## src/rtl/clock_ctrl_pkg.sv

```systemverilog
// shared register map, field layout, reset values and timing of the clock control block
package clock_ctrl_pkg;

  localparam int CLK_SYS_MHZ = 50;

  // register byte addresses
  localparam logic [7:0] ADDR_CLOCK_MODE     = 8'h00;
  localparam logic [7:0] ADDR_CLOCK_MODE_EXT = 8'h04;
  localparam logic [7:0] ADDR_OSC_STOP_DET   = 8'h08;
  localparam logic [7:0] ADDR_FAST_OSC_CTRL  = 8'h0C;
  localparam logic [7:0] ADDR_FAST_OSC_TRIM  = 8'h10;
  localparam logic [7:0] ADDR_FAST_OSC_DIV   = 8'h14;
  localparam logic [7:0] ADDR_VOLTAGE_DET    = 8'h18;
  localparam logic [7:0] ADDR_WRITE_PROTECT  = 8'h1C;
  localparam logic [7:0] ADDR_STATUS         = 8'h20;

  // field positions
  localparam int CLOCK_SOURCE_PIN_SELECT_BIT = 1;
  localparam int SUB_DRIVE_CAPACITY_BIT      = 3;
  localparam int SUB_CLOCK_OSCILLATE_BIT     = 4;
  localparam int MAIN_CLOCK_STOP_BIT         = 5;
  localparam int CPU_DIV8_SELECT_BIT         = 6;
  localparam int STOP_MODE_BIT_POS           = 0;
  localparam int MAIN_PIN_SELECT_BIT         = 3;
  localparam int SLOW_OSC_STOP_BIT           = 4;
  localparam int MAIN_DRIVE_CAPACITY_BIT     = 5;
  localparam int CPU_DIVIDER_LOW_BIT         = 6;
  localparam int CPU_DIVIDER_HIGH_BIT        = 7;
  localparam int STOP_DETECT_ENABLE_BIT      = 0;
  localparam int STOP_DETECT_INT_ENABLE_BIT  = 1;
  localparam int ONCHIP_CLOCK_SELECT_BIT     = 2;
  localparam int MAIN_CLOCK_STOPPED_BIT      = 3;
  localparam int FAST_OSC_ON_BIT             = 0;
  localparam int ONCHIP_OSC_SELECT_BIT       = 1;
  localparam int MONITOR0_ENABLE_BIT         = 5;
  localparam int CLOCK_REG_WRITE_ENABLE_BIT  = 0;
  localparam int VOLTAGE_REG_WRITE_ENABLE_BIT = 3;
  localparam int MONITORS                    = 3;

  // reset values
  localparam logic [7:0] CLOCK_MODE_RESET     = 8'h68;
  localparam logic [7:0] CLOCK_MODE_EXT_RESET = 8'h20;
  localparam logic [7:0] OSC_STOP_DET_RESET   = 8'h04;
  localparam logic [7:0] FAST_OSC_CTRL_RESET  = 8'h00;
  localparam logic [7:0] FAST_OSC_TRIM_RESET  = 8'h80;
  localparam logic [7:0] FAST_OSC_DIV_RESET   = 8'h00;
  localparam logic [7:0] VOLTAGE_DET_RESET    = 8'h00;
  localparam logic [7:0] WRITE_PROTECT_RESET  = 8'h00;

  // cpu divider shift values and fast oscillator limit
  localparam logic [2:0] DIV8_SHIFT            = 3'h3;
  localparam logic [2:0] DIV16_SHIFT           = 3'h4;
  localparam int         FAST_OSC_MHZ          = 40;
  localparam int         CPU_MAX_MHZ           = 20;
  localparam int         FAST_OSC_PREDIVIDE    = (FAST_OSC_MHZ + CPU_MAX_MHZ - 1) / CPU_MAX_MHZ;

  // timing
  localparam int LOSS_SLOW_EDGES          = 4;
  localparam int DETECTOR_ENABLE_DELAY_US = 100;
  localparam int DETECTOR_ENABLE_CYCLES   = DETECTOR_ENABLE_DELAY_US * CLK_SYS_MHZ;

  typedef struct packed {
    logic       main_feedback_en;
    logic       main_buffer_en;
    logic       main_input_en;
    logic       sub_feedback_en;
    logic       port_pins_free;
    logic       fast_prediv_en;
    logic       slow_osc_run;
    logic       fast_osc_run;
    logic [2:0] cpu_div_shift;
  } clock_ctrl_t;

  typedef struct packed {
    logic main_o;
    logic main_oe;
    logic sub_o;
    logic sub_oe;
  } osc_pins_t;

endpackage

```

## src/rtl/enable_delay_timer.sv

```systemverilog
// per monitor wait from enable to active
`timescale 1ns/10ps
module enable_delay_timer
  import clock_ctrl_pkg::*;
#(
  parameter int COUNT = DETECTOR_ENABLE_CYCLES
)
(
  input  wire logic clk_sys,
  input  wire logic rst,
  input  wire logic enable,
  output logic      active
);

  localparam int W = $clog2(COUNT + 1);

  logic [W-1:0] count_reg;
  logic [W-1:0] count_next;
  logic         active_next;

  always_comb
  begin
    count_next  = count_reg;
    active_next = active;
    if (!enable)
    begin
      count_next  = '0;
      active_next = 1'b0;
    end
    else if (count_reg == W'(COUNT - 1))
      active_next = 1'b1;
    else
      count_next = count_reg + W'(1);
  end

  always_ff @(posedge clk_sys)
  begin
    if (rst)
    begin
      count_reg <= '0;
      active    <= 1'b0;
    end
    else
    begin
      count_reg <= count_next;
      active    <= active_next;
    end
  end

endmodule

```

## src/rtl/clock_source_control_regs.sv

```systemverilog
// clock source control and status registers behind an apb slave
//
// Overview of operation
// - mode, stop detect and trim registers writable only with write enable; fast control and divider always writable
// - sub oscillate bit sets, never clears
// - main pin select sticky once set
// - stop entry sets div8 and drive bits
// - stop mode disconnects main feedback resistor
// - stop mode sub output high or input
// - stop mode main output high or input
// - slow stop bit follows on-chip select
// - protect mode ignores stop and slow writes
// - divider bits used only without div8
// - pins free when both oscillators unused
// - external clock: only buffer turned off
// - detected loss forces on-chip clock select when stop detect and its interrupt are both enabled
// - stopped flag blocks clearing on-chip select
// - stopped flag zero when detection off
// - fast oscillator predivided to 20 mhz
// - monitor starts after enable delay
// - voltage register survives soft resets
// - cpu clock divides by 1 to 16
// - reset gives slow oscillator divided by 8
//
// Implementation choices: the placing of the registers and the APB register port.
`timescale 1ns/10ps
module clock_source_control_regs
  import clock_ctrl_pkg::*;
#(
  parameter int ENABLE_DELAY_CYCLES = DETECTOR_ENABLE_CYCLES
)
(
  input  wire logic             clk_sys,
  input  wire logic             rst,
  input  wire logic             soft_reset,
  input  wire logic             psel,
  input  wire logic             penable,
  input  wire logic             pwrite,
  input  wire logic [7:0]       paddr,
  input  wire logic [31:0]      pwdata,
  output logic [31:0]           prdata,
  output logic                  pready,
  output logic                  pslverr,
  input  wire logic             wdt_protect_mode,
  input  wire logic             stop_wake,
  input  wire logic             main_osc_input,
  input  wire logic             slow_osc_clk,
  output clock_ctrl_t           clock_ctrl,
  output osc_pins_t             osc_pins,
  output logic [MONITORS-1:0]   monitor_active
);

  logic [7:0] clock_mode_reg;
  logic [7:0] clock_mode_next;
  logic [7:0] clock_mode_ext_reg;
  logic [7:0] clock_mode_ext_next;
  logic [7:0] osc_stop_detect_reg;
  logic [7:0] osc_stop_detect_next;
  logic [7:0] fast_osc_ctrl_reg;
  logic [7:0] fast_osc_ctrl_next;
  logic [7:0] fast_osc_trim_reg;
  logic [7:0] fast_osc_trim_next;
  logic [7:0] fast_osc_divider_reg;
  logic [7:0] fast_osc_divider_next;
  logic [7:0] voltage_detect_ctrl_reg;
  logic [7:0] voltage_detect_ctrl_next;
  logic [7:0] write_protect_reg;
  logic [7:0] write_protect_next;
  logic [31:0] prdata_next;

  logic [2:0] main_sync_reg;
  logic [2:0] slow_sync_reg;
  logic [2:0] loss_count_reg;
  logic [2:0] loss_count_next;
  logic       lost_reg;
  logic       lost_next;

  logic       wr;
  logic       rd_setup;
  logic       mapped;
  logic       clock_we;
  logic       volt_we;
  logic       stop_mode;
  logic       onchip_sel;
  logic       detect_on;
  logic       stopped_flag;
  logic       main_edge;
  logic       slow_edge;
  logic [7:0] wd;
  logic [7:0] status;

  assign wd        = pwdata[7:0];
  assign wr        = psel && penable && pwrite;
  assign rd_setup  = psel && !penable && !pwrite;
  assign clock_we  = write_protect_reg[CLOCK_REG_WRITE_ENABLE_BIT];
  assign volt_we   = write_protect_reg[VOLTAGE_REG_WRITE_ENABLE_BIT];
  assign stop_mode = clock_mode_ext_reg[STOP_MODE_BIT_POS];
  assign onchip_sel = osc_stop_detect_reg[ONCHIP_CLOCK_SELECT_BIT];
  assign detect_on = osc_stop_detect_reg[STOP_DETECT_ENABLE_BIT];

  // flag only means something with detection on; reads zero when both bits are 00
  assign stopped_flag = lost_reg && detect_on;

  always_comb
  begin
    case (paddr)
      ADDR_CLOCK_MODE, ADDR_CLOCK_MODE_EXT, ADDR_OSC_STOP_DET, ADDR_FAST_OSC_CTRL,
      ADDR_FAST_OSC_TRIM, ADDR_FAST_OSC_DIV, ADDR_VOLTAGE_DET, ADDR_WRITE_PROTECT,
      ADDR_STATUS: mapped = 1'b1;
      default:     mapped = 1'b0;
    endcase
  end

  // zero wait state slave; unmapped addresses answer with an error
  assign pready  = 1'b1;
  assign pslverr = psel && penable && !mapped;

  assign status = {1'b0, clock_ctrl.cpu_div_shift, lost_reg, monitor_active};

  // main clock and slow oscillator are foreign to clk_sys: two flops, third for edges
  always_ff @(posedge clk_sys)
  begin
    if (rst)
    begin
      main_sync_reg <= 3'h0;
      slow_sync_reg <= 3'h0;
    end
    else
    begin
      main_sync_reg <= {main_sync_reg[1:0], main_osc_input};
      slow_sync_reg <= {slow_sync_reg[1:0], slow_osc_clk};
    end
  end

  assign main_edge = main_sync_reg[2] != main_sync_reg[1];
  assign slow_edge = slow_sync_reg[1] && !slow_sync_reg[2];

  // loss detector: slow edges with no main edge in between
  always_comb
  begin
    loss_count_next = loss_count_reg;
    lost_next       = lost_reg;
    if (main_edge)
    begin
      loss_count_next = 3'h0;
      lost_next       = 1'b0;
    end
    else if (slow_edge && !lost_reg)
    begin
      if (loss_count_reg == 3'(LOSS_SLOW_EDGES - 1))
        lost_next = 1'b1;
      else
        loss_count_next = loss_count_reg + 3'h1;
    end
  end

  always_ff @(posedge clk_sys)
  begin
    if (rst || soft_reset)
    begin
      loss_count_reg <= 3'h0;
      lost_reg       <= 1'b0;
    end
    else
    begin
      loss_count_reg <= loss_count_next;
      lost_reg       <= lost_next;
    end
  end

  // register file next state
  always_comb
  begin
    clock_mode_next          = clock_mode_reg;
    clock_mode_ext_next      = clock_mode_ext_reg;
    osc_stop_detect_next     = osc_stop_detect_reg;
    fast_osc_ctrl_next       = fast_osc_ctrl_reg;
    fast_osc_trim_next       = fast_osc_trim_reg;
    fast_osc_divider_next    = fast_osc_divider_reg;
    voltage_detect_ctrl_next = voltage_detect_ctrl_reg;
    write_protect_next       = write_protect_reg;
    prdata_next              = prdata;

    if (wr && clock_we)
    begin
      case (paddr)
        ADDR_CLOCK_MODE:
        begin
          clock_mode_next = wd;
          clock_mode_next[SUB_CLOCK_OSCILLATE_BIT] = wd[SUB_CLOCK_OSCILLATE_BIT] ||
            clock_mode_reg[SUB_CLOCK_OSCILLATE_BIT];
        end
        ADDR_CLOCK_MODE_EXT:
        begin
          clock_mode_ext_next = wd;
          clock_mode_ext_next[MAIN_PIN_SELECT_BIT] = wd[MAIN_PIN_SELECT_BIT] ||
            clock_mode_ext_reg[MAIN_PIN_SELECT_BIT];
          if (wdt_protect_mode)
            clock_mode_ext_next[STOP_MODE_BIT_POS] = stop_mode;
        end
        ADDR_OSC_STOP_DET:
        begin
          osc_stop_detect_next[2:0] = wd[2:0];
          if (stopped_flag && !wd[ONCHIP_CLOCK_SELECT_BIT])
            osc_stop_detect_next[ONCHIP_CLOCK_SELECT_BIT] = 1'b1;
        end
        ADDR_FAST_OSC_TRIM: fast_osc_trim_next = wd;
        default: ;
      endcase
    end

    if (wr)
    begin
      case (paddr)
        ADDR_FAST_OSC_CTRL: fast_osc_ctrl_next = {6'h00, wd[1:0]};
        ADDR_FAST_OSC_DIV:  fast_osc_divider_next = {5'h00, wd[2:0]};
        ADDR_WRITE_PROTECT: write_protect_next = wd & 8'h09;
        ADDR_VOLTAGE_DET:
          if (volt_we)
            voltage_detect_ctrl_next = wd & 8'hE0;
        default: ;
      endcase
    end

    // stop entry forces slow cpu divide and high drive on both oscillators
    if (clock_mode_ext_next[STOP_MODE_BIT_POS] && !stop_mode)
    begin
      clock_mode_next[CPU_DIV8_SELECT_BIT]        = 1'b1;
      clock_mode_next[SUB_DRIVE_CAPACITY_BIT]     = 1'b1;
      clock_mode_ext_next[MAIN_DRIVE_CAPACITY_BIT] = 1'b1;
    end
    if (stop_wake)
      clock_mode_ext_next[STOP_MODE_BIT_POS] = 1'b0;

    // hardware set applied last so it wins over a software clear in the same cycle
    if (lost_next && osc_stop_detect_next[1:0] == 2'b11)
      osc_stop_detect_next[ONCHIP_CLOCK_SELECT_BIT] = 1'b1;
    osc_stop_detect_next[MAIN_CLOCK_STOPPED_BIT] = lost_next && osc_stop_detect_next[0];

    // slow stop bit mirrors the on-chip select; a protect mode write cannot move it
    clock_mode_ext_next[SLOW_OSC_STOP_BIT] = !osc_stop_detect_next[ONCHIP_CLOCK_SELECT_BIT];

    if (rd_setup)
    begin
      case (paddr)
        ADDR_CLOCK_MODE:     prdata_next = {24'h0, clock_mode_reg};
        ADDR_CLOCK_MODE_EXT: prdata_next = {24'h0, clock_mode_ext_reg};
        ADDR_OSC_STOP_DET:   prdata_next = {24'h0, osc_stop_detect_reg};
        ADDR_FAST_OSC_CTRL:  prdata_next = {24'h0, fast_osc_ctrl_reg};
        ADDR_FAST_OSC_TRIM:  prdata_next = {24'h0, fast_osc_trim_reg};
        ADDR_FAST_OSC_DIV:   prdata_next = {24'h0, fast_osc_divider_reg};
        ADDR_VOLTAGE_DET:    prdata_next = {24'h0, voltage_detect_ctrl_reg};
        ADDR_WRITE_PROTECT:  prdata_next = {24'h0, write_protect_reg};
        ADDR_STATUS:         prdata_next = {24'h0, status};
        default:             prdata_next = 32'h0000_0000;
      endcase
    end
  end

  // software, watchdog and monitor resets arrive as soft_reset and spare the voltage register
  always_ff @(posedge clk_sys)
  begin
    if (rst || soft_reset)
    begin
      clock_mode_reg       <= CLOCK_MODE_RESET;
      clock_mode_ext_reg   <= CLOCK_MODE_EXT_RESET;
      osc_stop_detect_reg  <= OSC_STOP_DET_RESET;
      fast_osc_ctrl_reg    <= FAST_OSC_CTRL_RESET;
      fast_osc_trim_reg    <= FAST_OSC_TRIM_RESET;
      fast_osc_divider_reg <= FAST_OSC_DIV_RESET;
      write_protect_reg    <= WRITE_PROTECT_RESET;
      prdata               <= 32'h0000_0000;
    end
    else
    begin
      clock_mode_reg       <= clock_mode_next;
      clock_mode_ext_reg   <= clock_mode_ext_next;
      osc_stop_detect_reg  <= osc_stop_detect_next;
      fast_osc_ctrl_reg    <= fast_osc_ctrl_next;
      fast_osc_trim_reg    <= fast_osc_trim_next;
      fast_osc_divider_reg <= fast_osc_divider_next;
      write_protect_reg    <= write_protect_next;
      prdata               <= prdata_next;
    end
  end

  always_ff @(posedge clk_sys)
  begin
    if (rst)
      voltage_detect_ctrl_reg <= VOLTAGE_DET_RESET;
    else
      voltage_detect_ctrl_reg <= voltage_detect_ctrl_next;
  end

  genvar m;
  generate
    for (m = 0; m < MONITORS; m++)
    begin : g_monitor
      enable_delay_timer #(
        .COUNT (ENABLE_DELAY_CYCLES)
      ) u_delay (
        .clk_sys (clk_sys),
        .rst     (rst),
        .enable  (voltage_detect_ctrl_reg[MONITOR0_ENABLE_BIT + m]),
        .active  (monitor_active[m])
      );
    end
  endgenerate

  // clock tree controls
  always_comb
  begin
    clock_ctrl = '0;
    clock_ctrl.main_feedback_en = !stop_mode;
    clock_ctrl.sub_feedback_en  = !stop_mode;
    // an external clock keeps arriving; only the oscillation buffer is switched off
    clock_ctrl.main_buffer_en   = !clock_mode_reg[MAIN_CLOCK_STOP_BIT] && !stop_mode;
    clock_ctrl.main_input_en    = clock_mode_ext_reg[MAIN_PIN_SELECT_BIT] && !stop_mode;
    clock_ctrl.port_pins_free   = !clock_mode_reg[SUB_CLOCK_OSCILLATE_BIT] &&
      clock_mode_reg[MAIN_CLOCK_STOP_BIT] && !clock_mode_ext_reg[MAIN_PIN_SELECT_BIT];
    clock_ctrl.fast_prediv_en   = onchip_sel && fast_osc_ctrl_reg[ONCHIP_OSC_SELECT_BIT];
    clock_ctrl.slow_osc_run     = !clock_mode_ext_reg[SLOW_OSC_STOP_BIT] && !stop_mode;
    clock_ctrl.fast_osc_run     = fast_osc_ctrl_reg[FAST_OSC_ON_BIT] && !stop_mode;
    if (clock_mode_reg[CPU_DIV8_SELECT_BIT])
      clock_ctrl.cpu_div_shift = DIV8_SHIFT;
    else
    begin
      case ({clock_mode_ext_reg[CPU_DIVIDER_HIGH_BIT], clock_mode_ext_reg[CPU_DIVIDER_LOW_BIT]})
        2'b00:   clock_ctrl.cpu_div_shift = 3'h0;
        2'b01:   clock_ctrl.cpu_div_shift = 3'h1;
        2'b10:   clock_ctrl.cpu_div_shift = 3'h2;
        default: clock_ctrl.cpu_div_shift = DIV16_SHIFT;
      endcase
    end
  end

  // oscillator output pins: only stop mode drives them digitally
  always_comb
  begin
    osc_pins.sub_o   = 1'b1;
    osc_pins.sub_oe  = stop_mode && clock_mode_reg[SUB_CLOCK_OSCILLATE_BIT];
    osc_pins.main_o  = 1'b1;
    osc_pins.main_oe = stop_mode && clock_mode_ext_reg[MAIN_PIN_SELECT_BIT];
  end
endmodule

```

## config.mk

```make
export PLATFORM = sky130hd
export DESIGN_NAME = clock_source_control_regs
export DESIGN_NICKNAME = d
export VERILOG_FILES = /design/src/rtl/clock_ctrl_pkg.sv /design/src/rtl/enable_delay_timer.sv /design/src/rtl/clock_source_control_regs.sv
export SDC_FILE = /design/constraint.sdc
export NUM_CORES = 1
export LEC_CHECK = 0
export BUFFER_PORTS_ARGS = -buffer_cell sky130_fd_sc_hd__buf_2
export CAP_MARGIN = 20
export CORE_MARGIN = 2
export CORE_UTILIZATION = 29
export DETAILED_ROUTE_END_ITERATION = 16
export GPL_TIMING_DRIVEN = 0
export PLACE_DENSITY_LB_ADDON = 0.1
export SLEW_MARGIN = 40
export SYNTH_ARGS = -nofsm -noshare
export SYNTH_HDL_FRONTEND = slang
export SYNTH_SLANG_ARGS = --single-unit
export TNS_END_PERCENT = 30
```

## constraint.sdc

```tcl
create_clock -name clk_sys -period 2.6 [get_ports clk_sys]
set_input_delay 0.65 -clock clk_sys [delete_from_list [all_inputs] [get_ports clk_sys]]
set_output_delay 0.65 -clock clk_sys [all_outputs]
set_load 0.005 [all_outputs]
```

Word level (Yosys, flattened, before mapping):

Index checks and enable logic that the tools add are counted.

* output and inout port bits: 52
* bits of input ports: 50
* register bits after elaboration: 122

* muxes and demuxes: 14
* $add $sub $neg: 4
* equal/unequal tests: 16
* bitwise gates (word level): 4
* reductions and logical operators: 54

Operators with widths (count)
* case mux 8 bit (9 select lines): 1
* adder 13 x 1 -> 13 bit, second input constant: 3
* == test 13 bit, second input constant: 3
* == test 8 x 5 -> 1 bit, second input constant: 4
* logical AND 1 bit: 22
* == test 8 x 4 -> 1 bit, second input constant: 2
* AND reduction 2 bit: 7
* logical NOT 1 bit: 12
* OR reduction 2 bit: 6
* two-way mux 1 bit: 9
* two-way mux 3 bit: 3
* case mux 3 bit (3 select lines): 1
* OR reduction 9 bit: 1
* == test 8 x 3 -> 1 bit, second input constant: 1
* == test 8 x 6 -> 1 bit, second input constant: 1
* logical NOT 8 bit: 1
* == test 2 bit, second input constant: 2
* NOT 1 bit: 4
* adder 3 x 1 -> 3 bit, second input constant: 1
* == test 3 x 2 -> 1 bit, second input constant: 1
* logical OR 1 bit: 3
* AND reduction 3 bit: 1
* == test 2 x 1 -> 1 bit, second input constant: 1
* logical NOT 2 bit: 1
* != test 1 bit: 1

Logic depth before layout (Yosys ltp):

Gate-level depths: netlist (run 1).

* depth after elaboration: 9
* mapped depth: 7
* gate-level depth less buffers: 6

Cells and area by module:

Synthesis (run 1) repeated with hierarchy kept, for this count alone.

* cells, all modules: 559
* area, all modules: 4875.9 µm²

Modules (own cells, without submodules)
* clock_source_control_regs: cells an instance 331, sequential area each 1121.1 µm², area an instance 2890.3 µm², instances 1
* enable_delay_timer: cells an instance 76, sequential area each 280.3 µm², area an instance 661.9 µm², instances 3

Worst setup path before layout (run 1):

No wires, ideal clock.

* kind: input to output
* start: in paddr[4]
* end: out pslverr
* slack: 0.499 ns
* required time: 1.950 ns
* stages on the path: 5
* arrival: 1.451 ns
* path through: buf_2 nor4b_4 nand2_1 nand2_1 nor2_1

* cells in the longest elaborated chain, start to end: 5

Ends and longest elaborated chain
* from (decl): line clock_source_control_regs.sv:39 `input wire logic [7:0] paddr,`
* == test 8 x 6 -> 1 bit (tied with other cells): line clock_source_control_regs.sv:106 `case (paddr)`
* OR reduction 9 bit (*): line clock_source_control_regs.sv:106
* two-way mux 1 bit (*): line clock_source_control_regs.sv:106
* logical NOT 1 bit (*): line clock_source_control_regs.sv:116 `assign pslverr = psel && penable && !mapped;`
* logical AND 1 bit (*): line clock_source_control_regs.sv:116
* to (decl): line clock_source_control_regs.sv:43 `output logic pslverr,`

Every way passes the cells marked *; elsewhere a longest branch is shown, timed or not.

Worst setup path in the final report (run 1):

* start: in paddr[5]
* end: out pslverr

Same word-level chain as after synthesis.

==> flow_summary.toml, run 1 <==
[status]
run_status = "completed"

[clocking]
cts-htree-levels = 3
cts.clk_slew.worst_paths_ns = 0.06
cts.sinks = 98
numCtsBuffers = 9
cts_tree = "done"
clk_latency_ns = 0.34
cts-root-buf = "clkbuf_16"
clockBufferDepth = 2
postCtsHoldBufs = 0

[worst_setup_path]
crit_family = "simple AND/OR/NAND/NOR gates"
required_ns = 1.95
critical_path.max_fanout = 10
crit_type = "in -> out"
worst_path_max_delay_cell = "clkbuf_2"
crit_buf_inv = 3
critPathArrivalTime_ns = 1.76
critPathMaxStageDelay_ns = 0.29
crit_path_end_kind = "output pin"
cp-start-kind = "input port"
cp_cell_sequence = "buf_2 > nor3_1 > clkbuf_2 > nand2_1 > nand2_1 > nor2_1 > buf_2"

[finish]
n_fill_cell = 1656
mostFrequentLayoutCells = "dfxtp_1 (98), nor2_1 (81), nand2_1 (57), buf_2 (56)"
stdcell_count = 855
final_common_cell = "dfxtp_1"
area_growth_syn_to_layout_pct = 19.1
utilization_pct = 35.4
fin_area_um2 = 5640
drive_gt1_share_pct = 19.7
largest_reg_flops = 39
fin_nets = 689
antennaDiodeCount = 0

[power]
vdd_ir_drop_max_v = 0.000281
switchingPower_uw = 696
comb_power_share_pct = 6.0
total_power_uw = 2950
p_clk_share_pct = 42.9
p_int_uw = 2250
p_sw_share_pct = 23.6
leakage_uw = 0.00213
powerDensity_nw_per_um2 = 523
sequentialPowerShare_pct = 51.1

[yosys]
ys_types = 56
yosysWarnings = 0
ys.flop_type = "dfxtp_1"
synthArstFlopShare_pct = 0
syn_inst = 549
synthesis.area_um2 = 4730
yosys-top-cells-area = "dfxtp_1 (41%), mux2i_1 (6.8%), nor2_1 (6.4%)"
synth_edf_count = 0
ys_seq_area_share_pct = 41.5
synth_top_cell_area_share_pct = 41.5
synth_seq_cells = 98
yosysTopAreaCell = "dfxtp_1"
syn_avg_cell_area_um2 = 8.62

[floorplanning]
die-area_um2 = 17400
ios = 102
start_util_pct = 29.7
fp.dieW_um = 132
core-area_um2 = 15900
die_h_um = 132
placementRows = 46

[placed_design]
place_inst = 838
postPlaceCellArea_um2 = 5340
place.port_buffers = 48
gp_congestion = 0.841
dp.final_hpwl_um = 9150

[timing]
slew_headroom_pct = 58.4
fin_crit_sh_pct = 92.7
setup_viol = 0
min_period_ns = 2.41
worst_slew_pin_slew_ns = 0.624
skew_ns = 0.00875
hold_viol_final = 0
setup-tns-final_ns = 0
drv_slew = 0
clock.fmax_mhz = 415
rsz0062_at_grt = "false"

[worst_hold_path]
min_path_type = "reg -> reg"

[route]
wl_um = 12400
drt-initial-drc-count = 209
route.detailed.drc = 0
ant_nets = 0
dr.pass1.iters = 4
routedWlPerCell_um = 14.5
viasPerCell = 4.58
num_vias = 3912

[global_routing]
grt_pass1_vias = 3709
antenna_found_initial = 0
grt_start_max_net_pins = 17
overflow = 0
grt.total_usage_pct = 14.5
grt_pass1_wl_um = 20100

[job]
drv_cap = 0
## power groups by stage
stage | clock, uW | combinational, uW | sequential [uW]
after floorplan | 0 | 106 | 1540
after global placement | 0 | 173 | 1540
after detailed placement | 0 | 173 | 1540
after CTS | 1310 | 174 | 1510
after global routing | 1380 | 194 | 1510
final | 1270 | 176 | 1510
## logic make-up (layout without fill, tap and decap cells)
family,count (synthesis),count (layout),share of synthesized area [%]
fa+ha+maj,5,5,1.32
other cells,2,27,0.159
compound gates,66,66,8.49
buf+inv,60,125,7.43
xor+xnor,28,28,5.18
simple gates,254,254,28.2
flops,98,98,41.5
mux,36,36,7.72
## layer usage
layer / GRT usage (%) / vias up / wire length [um]
met4: 5.86 / 0 / 233
li1: - / 2007 / -
met2: 22.6 / 87 / 5510
met1: 20.1 / 1802 / 6140
met5: 0 / - / 0
met3: 2.43 / 16 / 475
## repair_timing
item                                    in CTS  in global routing
pin swaps                                    1                  1
setup buffers                                0                  1
endpoints found under the setup margin       1                  1
resized for setup                            1                  0
## worst paths after layout
path                                     startpoint                              to  slack [ns]  cells after the start
setup reg to reg  write_protect_reg[0]$_SDFFE_PP0P_  clock_mode_reg[6]$_SDFFE_PP1P_        0.77                      5
hold reg to reg         main_sync_reg[0]$_SDFF_PP0_     main_sync_reg[1]$_SDFF_PP0_        0.44                      1
setup / recovery                           paddr[5]                         pslverr        0.19                      7
hold / removal          main_sync_reg[0]$_SDFF_PP0_     main_sync_reg[1]$_SDFF_PP0_        0.44                      1
## Yosys cell counts (3+ instances only)
| library cell | instances |
|---|---|
| mux2_2 | 4 |
| nor2_1 | 81 |
| nand2b_1 | 4 |
| inv_1 | 8 |
| nand3b_1 | 6 |
| a21oi_1 | 28 |
| and3_1 | 8 |
| or3_1 | 12 |
| nand4_1 | 8 |
| a211oi_1 | 3 |
| a22oi_1 | 4 |
| and2_1 | 5 |
| buf_2 | 8 |
| ha_1 | 5 |
| o31ai_1 | 4 |
| nor3_1 | 13 |
| xnor2_1 | 8 |
| nor4b_1 | 3 |
| nand2_1 | 57 |
| nor3b_1 | 3 |
| o22ai_1 | 3 |
| mux2i_1 | 32 |
| nor2b_1 | 9 |
| dfxtp_1 | 98 |
| clkbuf_1 | 13 |
| xor2_1 | 20 |
| buf_4 | 31 |
| o21ai_0 | 12 |
| nand3_1 | 23 |
## cell type report
| cell class | count | area, um2 | area share, % |
|---|---|---|---|
| buffer | 52 | 323 | 5.73 |
| clock buffer | 10 | 239 | 4.24 |
| multi-input combinational | 416 | 2520 | 44.8 |
| clock inverter | 6 | 42.5 | 0.755 |
| inverter | 8 | 30.0 | 0.533 |
| tap | 216 | 270 | 4.79 |
| timing repair buffer | 49 | 248 | 4.40 |
| sequential | 98 | 1960 | 34.8 |
## metrics by stage
stage	setup WS, ns	hold WS [ns]
3_5_place_dp	-0.0355	0.428
4_1_cts	0.0286	0.444
5_1_grt	0.0650	0.456
6_report	0.190	0.440
2_1_floorplan	0.499	0.414
3_3_place_gp	-0.0471	0.419
## worst reg2reg max path, stage by stage (launching register included)
cell,delay [ns]
dfxtp_1,0.36
and4_1,0.34
nand2_2,0.17
nor2_2,0.48
a31oi_1,0.30
nand2_1,0.13
Note: power is estimated with default switching activity, not from simulation.
==> run 2: changes to the inputs <==
--- a/config.mk
+++ b/config.mk
@@ -12,6 +12,7 @@
 export DETAILED_ROUTE_END_ITERATION = 16
 export GPL_TIMING_DRIVEN = 0
 export PLACE_DENSITY_LB_ADDON = 0.1
+export SETUP_SLACK_MARGIN = 0.3
 export SLEW_MARGIN = 40
 export SYNTH_ARGS = -nofsm -noshare
 export SYNTH_HDL_FRONTEND = slang
==> run 2 against run 1 <==
  * Clock power barely moved
  * Power rose by 0.47%
  * Clock skew rose by 0.0018 ns
  * Highest routed layer unchanged
  * Non-clock buffer count rose by 7
  * Worst hold slack did not move
  * Global-route usage barely moved
  * Largest power group unchanged
  * Sequential cell count did not move
==> flow_summary.toml, run 2 (synthesized netlist as in run 1, its figures left out) <==
[clocking]
postCtsHoldBufs = 0
cts-htree-levels = 3
clk_latency_ns = 0.35
cts_tree = "done"
cts-root-buf = "clkbuf_16"
numCtsBuffers = 9
cts.sinks = 98
cts.clk_slew.worst_paths_ns = 0.06
clockBufferDepth = 2

[global_routing]
antenna_found_initial = 0
grt.total_usage_pct = 14.6
grt_pass1_vias = 3726
grt_start_max_net_pins = 17
grt_pass1_wl_um = 20100
overflow = 0

[finish]
final_common_cell = "dfxtp_1"
utilization_pct = 35.8
mostFrequentLayoutCells = "dfxtp_1 (98), nor2_1 (81), nand2_1 (56), buf_2 (55), buf_4 (39)"
largest_reg_flops = 39
n_fill_cell = 1655
multi_input_area_um2 = 2530
area_growth_syn_to_layout_pct = 20.7
register_area_um2 = 1960
fin_nets = 696
antennaDiodeCount = 0
drive_gt1_share_pct = 20.9
stdcell_count = 862

[timing]
slew_headroom_pct = 57.7
setup_viol = 0
clock.fmax_mhz = 454
worst_slew_pin_slew_ns = 0.635
hold_viol_final = 0
min_period_ns = 2.20
drv_slew = 0
skew_ns = 0.0106
fin_crit_sh_pct = 84.8
rsz0062_at_grt = "false"

[route]
route.detailed.drc = 0
wl_um = 12500
viasPerCell = 4.57
num_vias = 3936
routedWlPerCell_um = 14.5
dr.pass1.iters = 4
drt-initial-drc-count = 139
ant_nets = 0

[worst_setup_path]
r2r_cells = 5
cpMostUsedCell = "buf_2"
crit_type = "in -> out"
cp_cell_sequence = "buf_2 > buf_8 > nor4b_4 > nand2_1 > nand2_2 > nor2_1 > buf_2"
required_ns = 1.95
crit_path_end_kind = "output pin"
critPathArrivalTime_ns = 1.55
critical_path.max_fanout = 5
critPathMaxStageDelay_ns = 0.27
worst_path_max_delay_cell = "nor4b_4"
cp-start-kind = "input port"
r2r_slack_ns = 0.77

[floorplanning]
placementRows = 46
fp.dieW_um = 132
core-area_um2 = 15900
die-area_um2 = 17400
ios = 102
start_util_pct = 29.7
die_h_um = 132

[worst_hold_path]
worstHoldPathCells = 1
min_path_type = "reg -> reg"

[placed_design]
gp_congestion = 0.841
dp.final_hpwl_um = 9150
place.port_buffers = 48
place_inst = 838

[power]
leakage_uw = 0.00217
powerDensity_nw_per_um2 = 519
vdd_ir_drop_max_v = 0.000281

[job]
drv_cap = 0

[status]
run_status = "completed"
[run 2: changes by cell type in the layout (fill, tap and decap cells not counted)]
cell	delta
buf_4	+7
buf_8	+1
nor3_1	-1
nand2_1	-1
nand2_2	+1
buf_2	-1
clkbuf_2	-1
nor3_2	+1
clkbuf_4	+1
[run 2: layout make-up]
type | count | share of cell area [%]
clock inverters | 6 | 0.745
multi-input cells | 416 | 44.3
plain buffers | 52 | 5.87
flip-flops and latches | 98 | 34.4
well taps | 216 | 4.73
repair buffers | 56 | 5.26
inverters | 8 | 0.526
clock buffers | 10 | 4.19
[run 2: worst paths after layout]
| kind | from | end |
|---|---|---|
| worst max-delay path | paddr[4] | pslverr |
| worst min-delay path | main_sync_reg[0]$_SDFF_PP0_ | main_sync_reg[1]$_SDFF_PP0_ |
| worst max register to register | write_protect_reg[0]$_SDFFE_PP0P_ | clock_mode_reg[6]$_SDFFE_PP1P_ |
| worst min register to register | main_sync_reg[0]$_SDFF_PP0_ | main_sync_reg[1]$_SDFF_PP0_ |
[run 2: what timing repair did]
item,4_1_cts,5_1_grt
resized for setup,2,6
pin swaps,2,2
setup endpoints to repair,1,1
setup buffers,3,5
[run 2: power breakdown]
part           internal [uW]  switching (uW)  leakage [uW]  total [uW]
clock                    675             595      0.000134        1270
combinational           79.6             106       0.00125         186
sequential              1510            2.22      0.000790        1510
[run 2: worst max-delay path: cells and delay by family]
kind	cells	cell delay (ns)
AND/OR/NAND/NOR	4	0.53
buffers and inverters	3	0.38
[run 2: through the flow]
stage / instance area [um2] / total power, uW / setup WS (ns) / setup TNS [ns] / hold slack (ns)
final: 5710 / 2960 / 0.395 / 0 / 0.440
after global routing: 5710 / 3090 / 0.313 / 0 / 0.456
after floorplan: 4820 / 1650 / 0.499 / 0 / 0.414
after CTS: 5650 / 3000 / 0.320 / 0 / 0.444
after global placement: 5340 / 1720 / -0.0471 / -0.0471 / 0.419
after detailed placement: 5340 / 1720 / -0.0355 / -0.0355 / 0.428
[run 2: routing by layer]
layer | wire, um | track usage (%) | vias up
met5 | 0 | 0 | -
met3 | 480 | 2.39 | 14
li1 | - | - | 2013
met1 | 6200 | 20.1 | 1833
met2 | 5570 | 22.8 | 76
met4 | 215 | 5.68 | 0
==> run 3: changes to the inputs <==
--- a/config.mk
+++ b/config.mk
@@ -5,6 +5,7 @@
 export SDC_FILE = /design/constraint.sdc
 export NUM_CORES = 1
 export LEC_CHECK = 0
+export ABC_AREA = 1
 export BUFFER_PORTS_ARGS = -buffer_cell sky130_fd_sc_hd__buf_2
 export CAP_MARGIN = 20
 export CORE_MARGIN = 2
==> constraint.sdc (replaced) <==
create_clock -name clk_sys -period 2.15 [get_ports clk_sys]
set_input_delay 0.5375 -clock clk_sys [delete_from_list [all_inputs] [get_ports clk_sys]]
set_output_delay 0.5375 -clock clk_sys [all_outputs]
set_load 0.005 [all_outputs]
==> run 3 against run 2 <==
  * Sequential cell count unchanged
  * Highest routed layer unchanged
  * Register-to-register slack worse by 0.20 ns
  * Critical endpoint unchanged
  * Largest cell class unchanged
  * Count of clock-buffer cells in the layout shrank 1
  * Synthesized area rose by 1.8%
  * Largest power group unchanged
  * Wire length increased by 3.2%
  * Clock skew shrank 0.0011 ns
  * Global-route usage is 0.38 points higher
  * Sequential share of layout area decreased by 1.7 points
==> flow_summary.toml, run 3 <==
[floorplanning]
die-area_um2 = 17700
ios = 102
die_h_um = 133
core-area_um2 = 16400
fp.dieW_um = 133
start_util_pct = 29.4
placementRows = 47

[worst_setup_path]
cp-start-kind = "input port"
crit_type = "in -> out"
worst_path_max_delay_cell = "buf_4"
required_ns = 1.61
critPathArrivalTime_ns = 1.38
crit_path_end_kind = "output pin"
worstReg2RegEnd = "g_monitor[0].u_delay.count_reg[10]$_SDFFE_PP0P_"
cpMostUsedCell = "buf_4"
timing.rr.start = "g_monitor[0].u_delay.count_reg[0]$_SDFFE_PP0P_"
cp_cell_sequence = "buf_4 > nor2_2 > nand2_2 > buf_4 > nor2_4 > inv_2 > nand3_2 > nor3_2 > buf_2"
critPathMaxStageDelay_ns = 0.15
crit_family = "buffers and inverters"
critical_path.max_fanout = 4
r2r_cells = 6
r2r_slack_ns = 0.57
crit_buf_inv = 4

[route]
wl_um = 12900
num_vias = 4497
dr.pass1.iters = 5
viasPerCell = 4.41
route.detailed.drc = 0
routedWlPerCell_um = 12.6
drt-initial-drc-count = 240
ant_nets = 0

[timing]
worst_slew_pin_slew_ns = 0.652
skew_ns = 0.00943
min_period_ns = 1.92
drv_slew = 0
clock.fmax_mhz = 521
holdWs_ns = 0.338
rsz0062_at_grt = "true"
fin_crit_sh_pct = 89.4
hold_viol_final = 0
setup_viol = 0
slew_headroom_pct = 56.3

[finish]
mostFrequentLayoutCells = "nand2_1 (112), dfxtp_1 (98), inv_1 (93), a21oi_1 (70), nor2_1 (61)"
largest_reg_flops = 39
final_common_cell = "nand2_1"
area_growth_syn_to_layout_pct = 24.7
fin_area_um2 = 6010
antennaDiodeCount = 0
stdcell_count = 1020
drive_gt1_share_pct = 21.4
fin_nets = 850

[yosys]
ys_seq_area_share_pct = 40.7
yosysMostFrequentCell = "nand2_1"
netlist_top_cells_count = "nand2_1 (118), dfxtp_1 (98), inv_1 (97), a21oi_1 (70), nor2_1 (67)"
syn_inst = 693
synth_edf_count = 0
yosysTopAreaCell = "dfxtp_1"
synthArstFlopShare_pct = 0
yosysWarnings = 0
syn_avg_cell_area_um2 = 6.95
synthesis.area_um2 = 4820
ys_types = 35
ys.flop_type = "dfxtp_1"
synth_seq_cells = 98
synth_top_cell_area_share_pct = 40.7
yosys-top-cells-area = "dfxtp_1 (41%), nand2_1 (9.2%), inv_1 (7.6%)"

[worst_hold_path]
worstHoldPathCells = 2
hp-start = "stop_wake"
min_path_type = "in -> reg"
min_to = "clock_mode_ext_reg[0]$_SDFF_PP0_"

[clocking]
cts-root-buf = "clkbuf_16"
clk_latency_ns = 0.36
numCtsBuffers = 9
cts.sinks = 98
cts.clk_slew.worst_paths_ns = 0.08
clockBufferDepth = 2
cts-htree-levels = 3
cts_tree = "done"

[global_routing]
grt_pass1_wl_um = 21100
overflow = 0
antenna_found_initial = 0
grt_start_max_net_pins = 19
grt.total_usage_pct = 15.0
grt_pass1_vias = 4115

[power]
comb_power_share_pct = 6.1
p_sw_share_pct = 24.8
p_clk_share_pct = 43.6
leakage_uw = 0.00255
vdd_ir_drop_max_v = 0.000358
powerDensity_nw_per_um2 = 602
sequentialPowerShare_pct = 50.4
total_power_uw = 3620
switchingPower_uw = 897
p_int_uw = 2720

[placed_design]
place.port_buffers = 49
postPlaceCellArea_um2 = 5430
place_inst = 987
dp.final_hpwl_um = 9640
gp_congestion = 0.827

[job]
drv_cap = 0

[status]
run_status = "completed"
==> run 3: cell types whose count changed after synthesis, sizes merged, moves of 8 or more <==
cell,change
a21oi,+42
xor2,-18
nand3,+39
nor2,-8
nor2b,-9
mux2i,-32
inv,+99
or3,-13
nand2,+64
clkbuf,-8
o21ai,+56
==> run 3: layout make-up <==
cell class              instances  area [um2]
multi-input cells             470        2350
plain buffers                  42         309
clock inverters                 7        58.8
inverters                     108         408
well taps                     220         275
clock buffers                   9         225
flip-flops and latches         98        1960
fillers                      1730       10400
repair buffers                 66         419
==> run 3: cell families after synthesis <==
family          synth area share [%]
xor+xnor                       0.727
flops                           40.7
compound gates                  15.0
other cells                    0.156
simple gates                    27.5
fa+ha+maj                       1.30
buf+inv                         14.6
==> run 3: worst max path at each step <==
stage | from | slack [ns] | cells after the start | endpoint
floorplan | paddr[3] | 0.32 | 7 | pslverr
global placement | paddr[2] | -0.09 | 9 | pslverr
detailed placement | paddr[2] | -0.12 | 9 | pslverr
CTS | paddr[6] | 0.23 | 8 | pslverr
global route | paddr[1] | 0.12 | 9 | pslverr
finish | paddr[3] | 0.23 | 9 | pslverr
==> run 3: worst register-to-register path: cells and delay by family, from the launching register on <==
kind,cells,cell delay (ns)
adders and majority gates,1,0.30
DFF,1,0.40
and+or+nand+nor,3,0.58
AOI/OAI and AO/OA,2,0.19
==> run 3: timing repair <==
action                     CTS  global route
setup buffers               17             0
setup endpoints to repair    2             2
gates resized for setup     45             3
pin swaps                   15             1
hold buffers                 0             0
==> run 3: stage by stage <==
step	setup TNS (ns)	utilization, %	setup WS, ns
after global placement	-0.0874	33.1	-0.0874
after detailed placement	-0.124	33.1	-0.124
after global routing	0	36.6	0.115
final	0	36.6	0.229
after floorplan	0	-	0.323
after CTS	0	36.5	0.226
==> run 3: power by group through the flow <==
stage	Combinational, uW	Sequential [uW]	Clock, uW
global placement	178	1860	0
global route	241	1820	1700
CTS	215	1820	1630
detailed placement	179	1860	0
finish	219	1820	1580
floorplan	116	1860	0
==> run 3: routing by layer <==
metal	track usage (%)	routed length, um	part of all wire (%)
met5	0	0	0
met4	5.79	240	1.9
met3	2.61	601	4.7
met2	24.2	5890	46
met1	19.8	6130	48
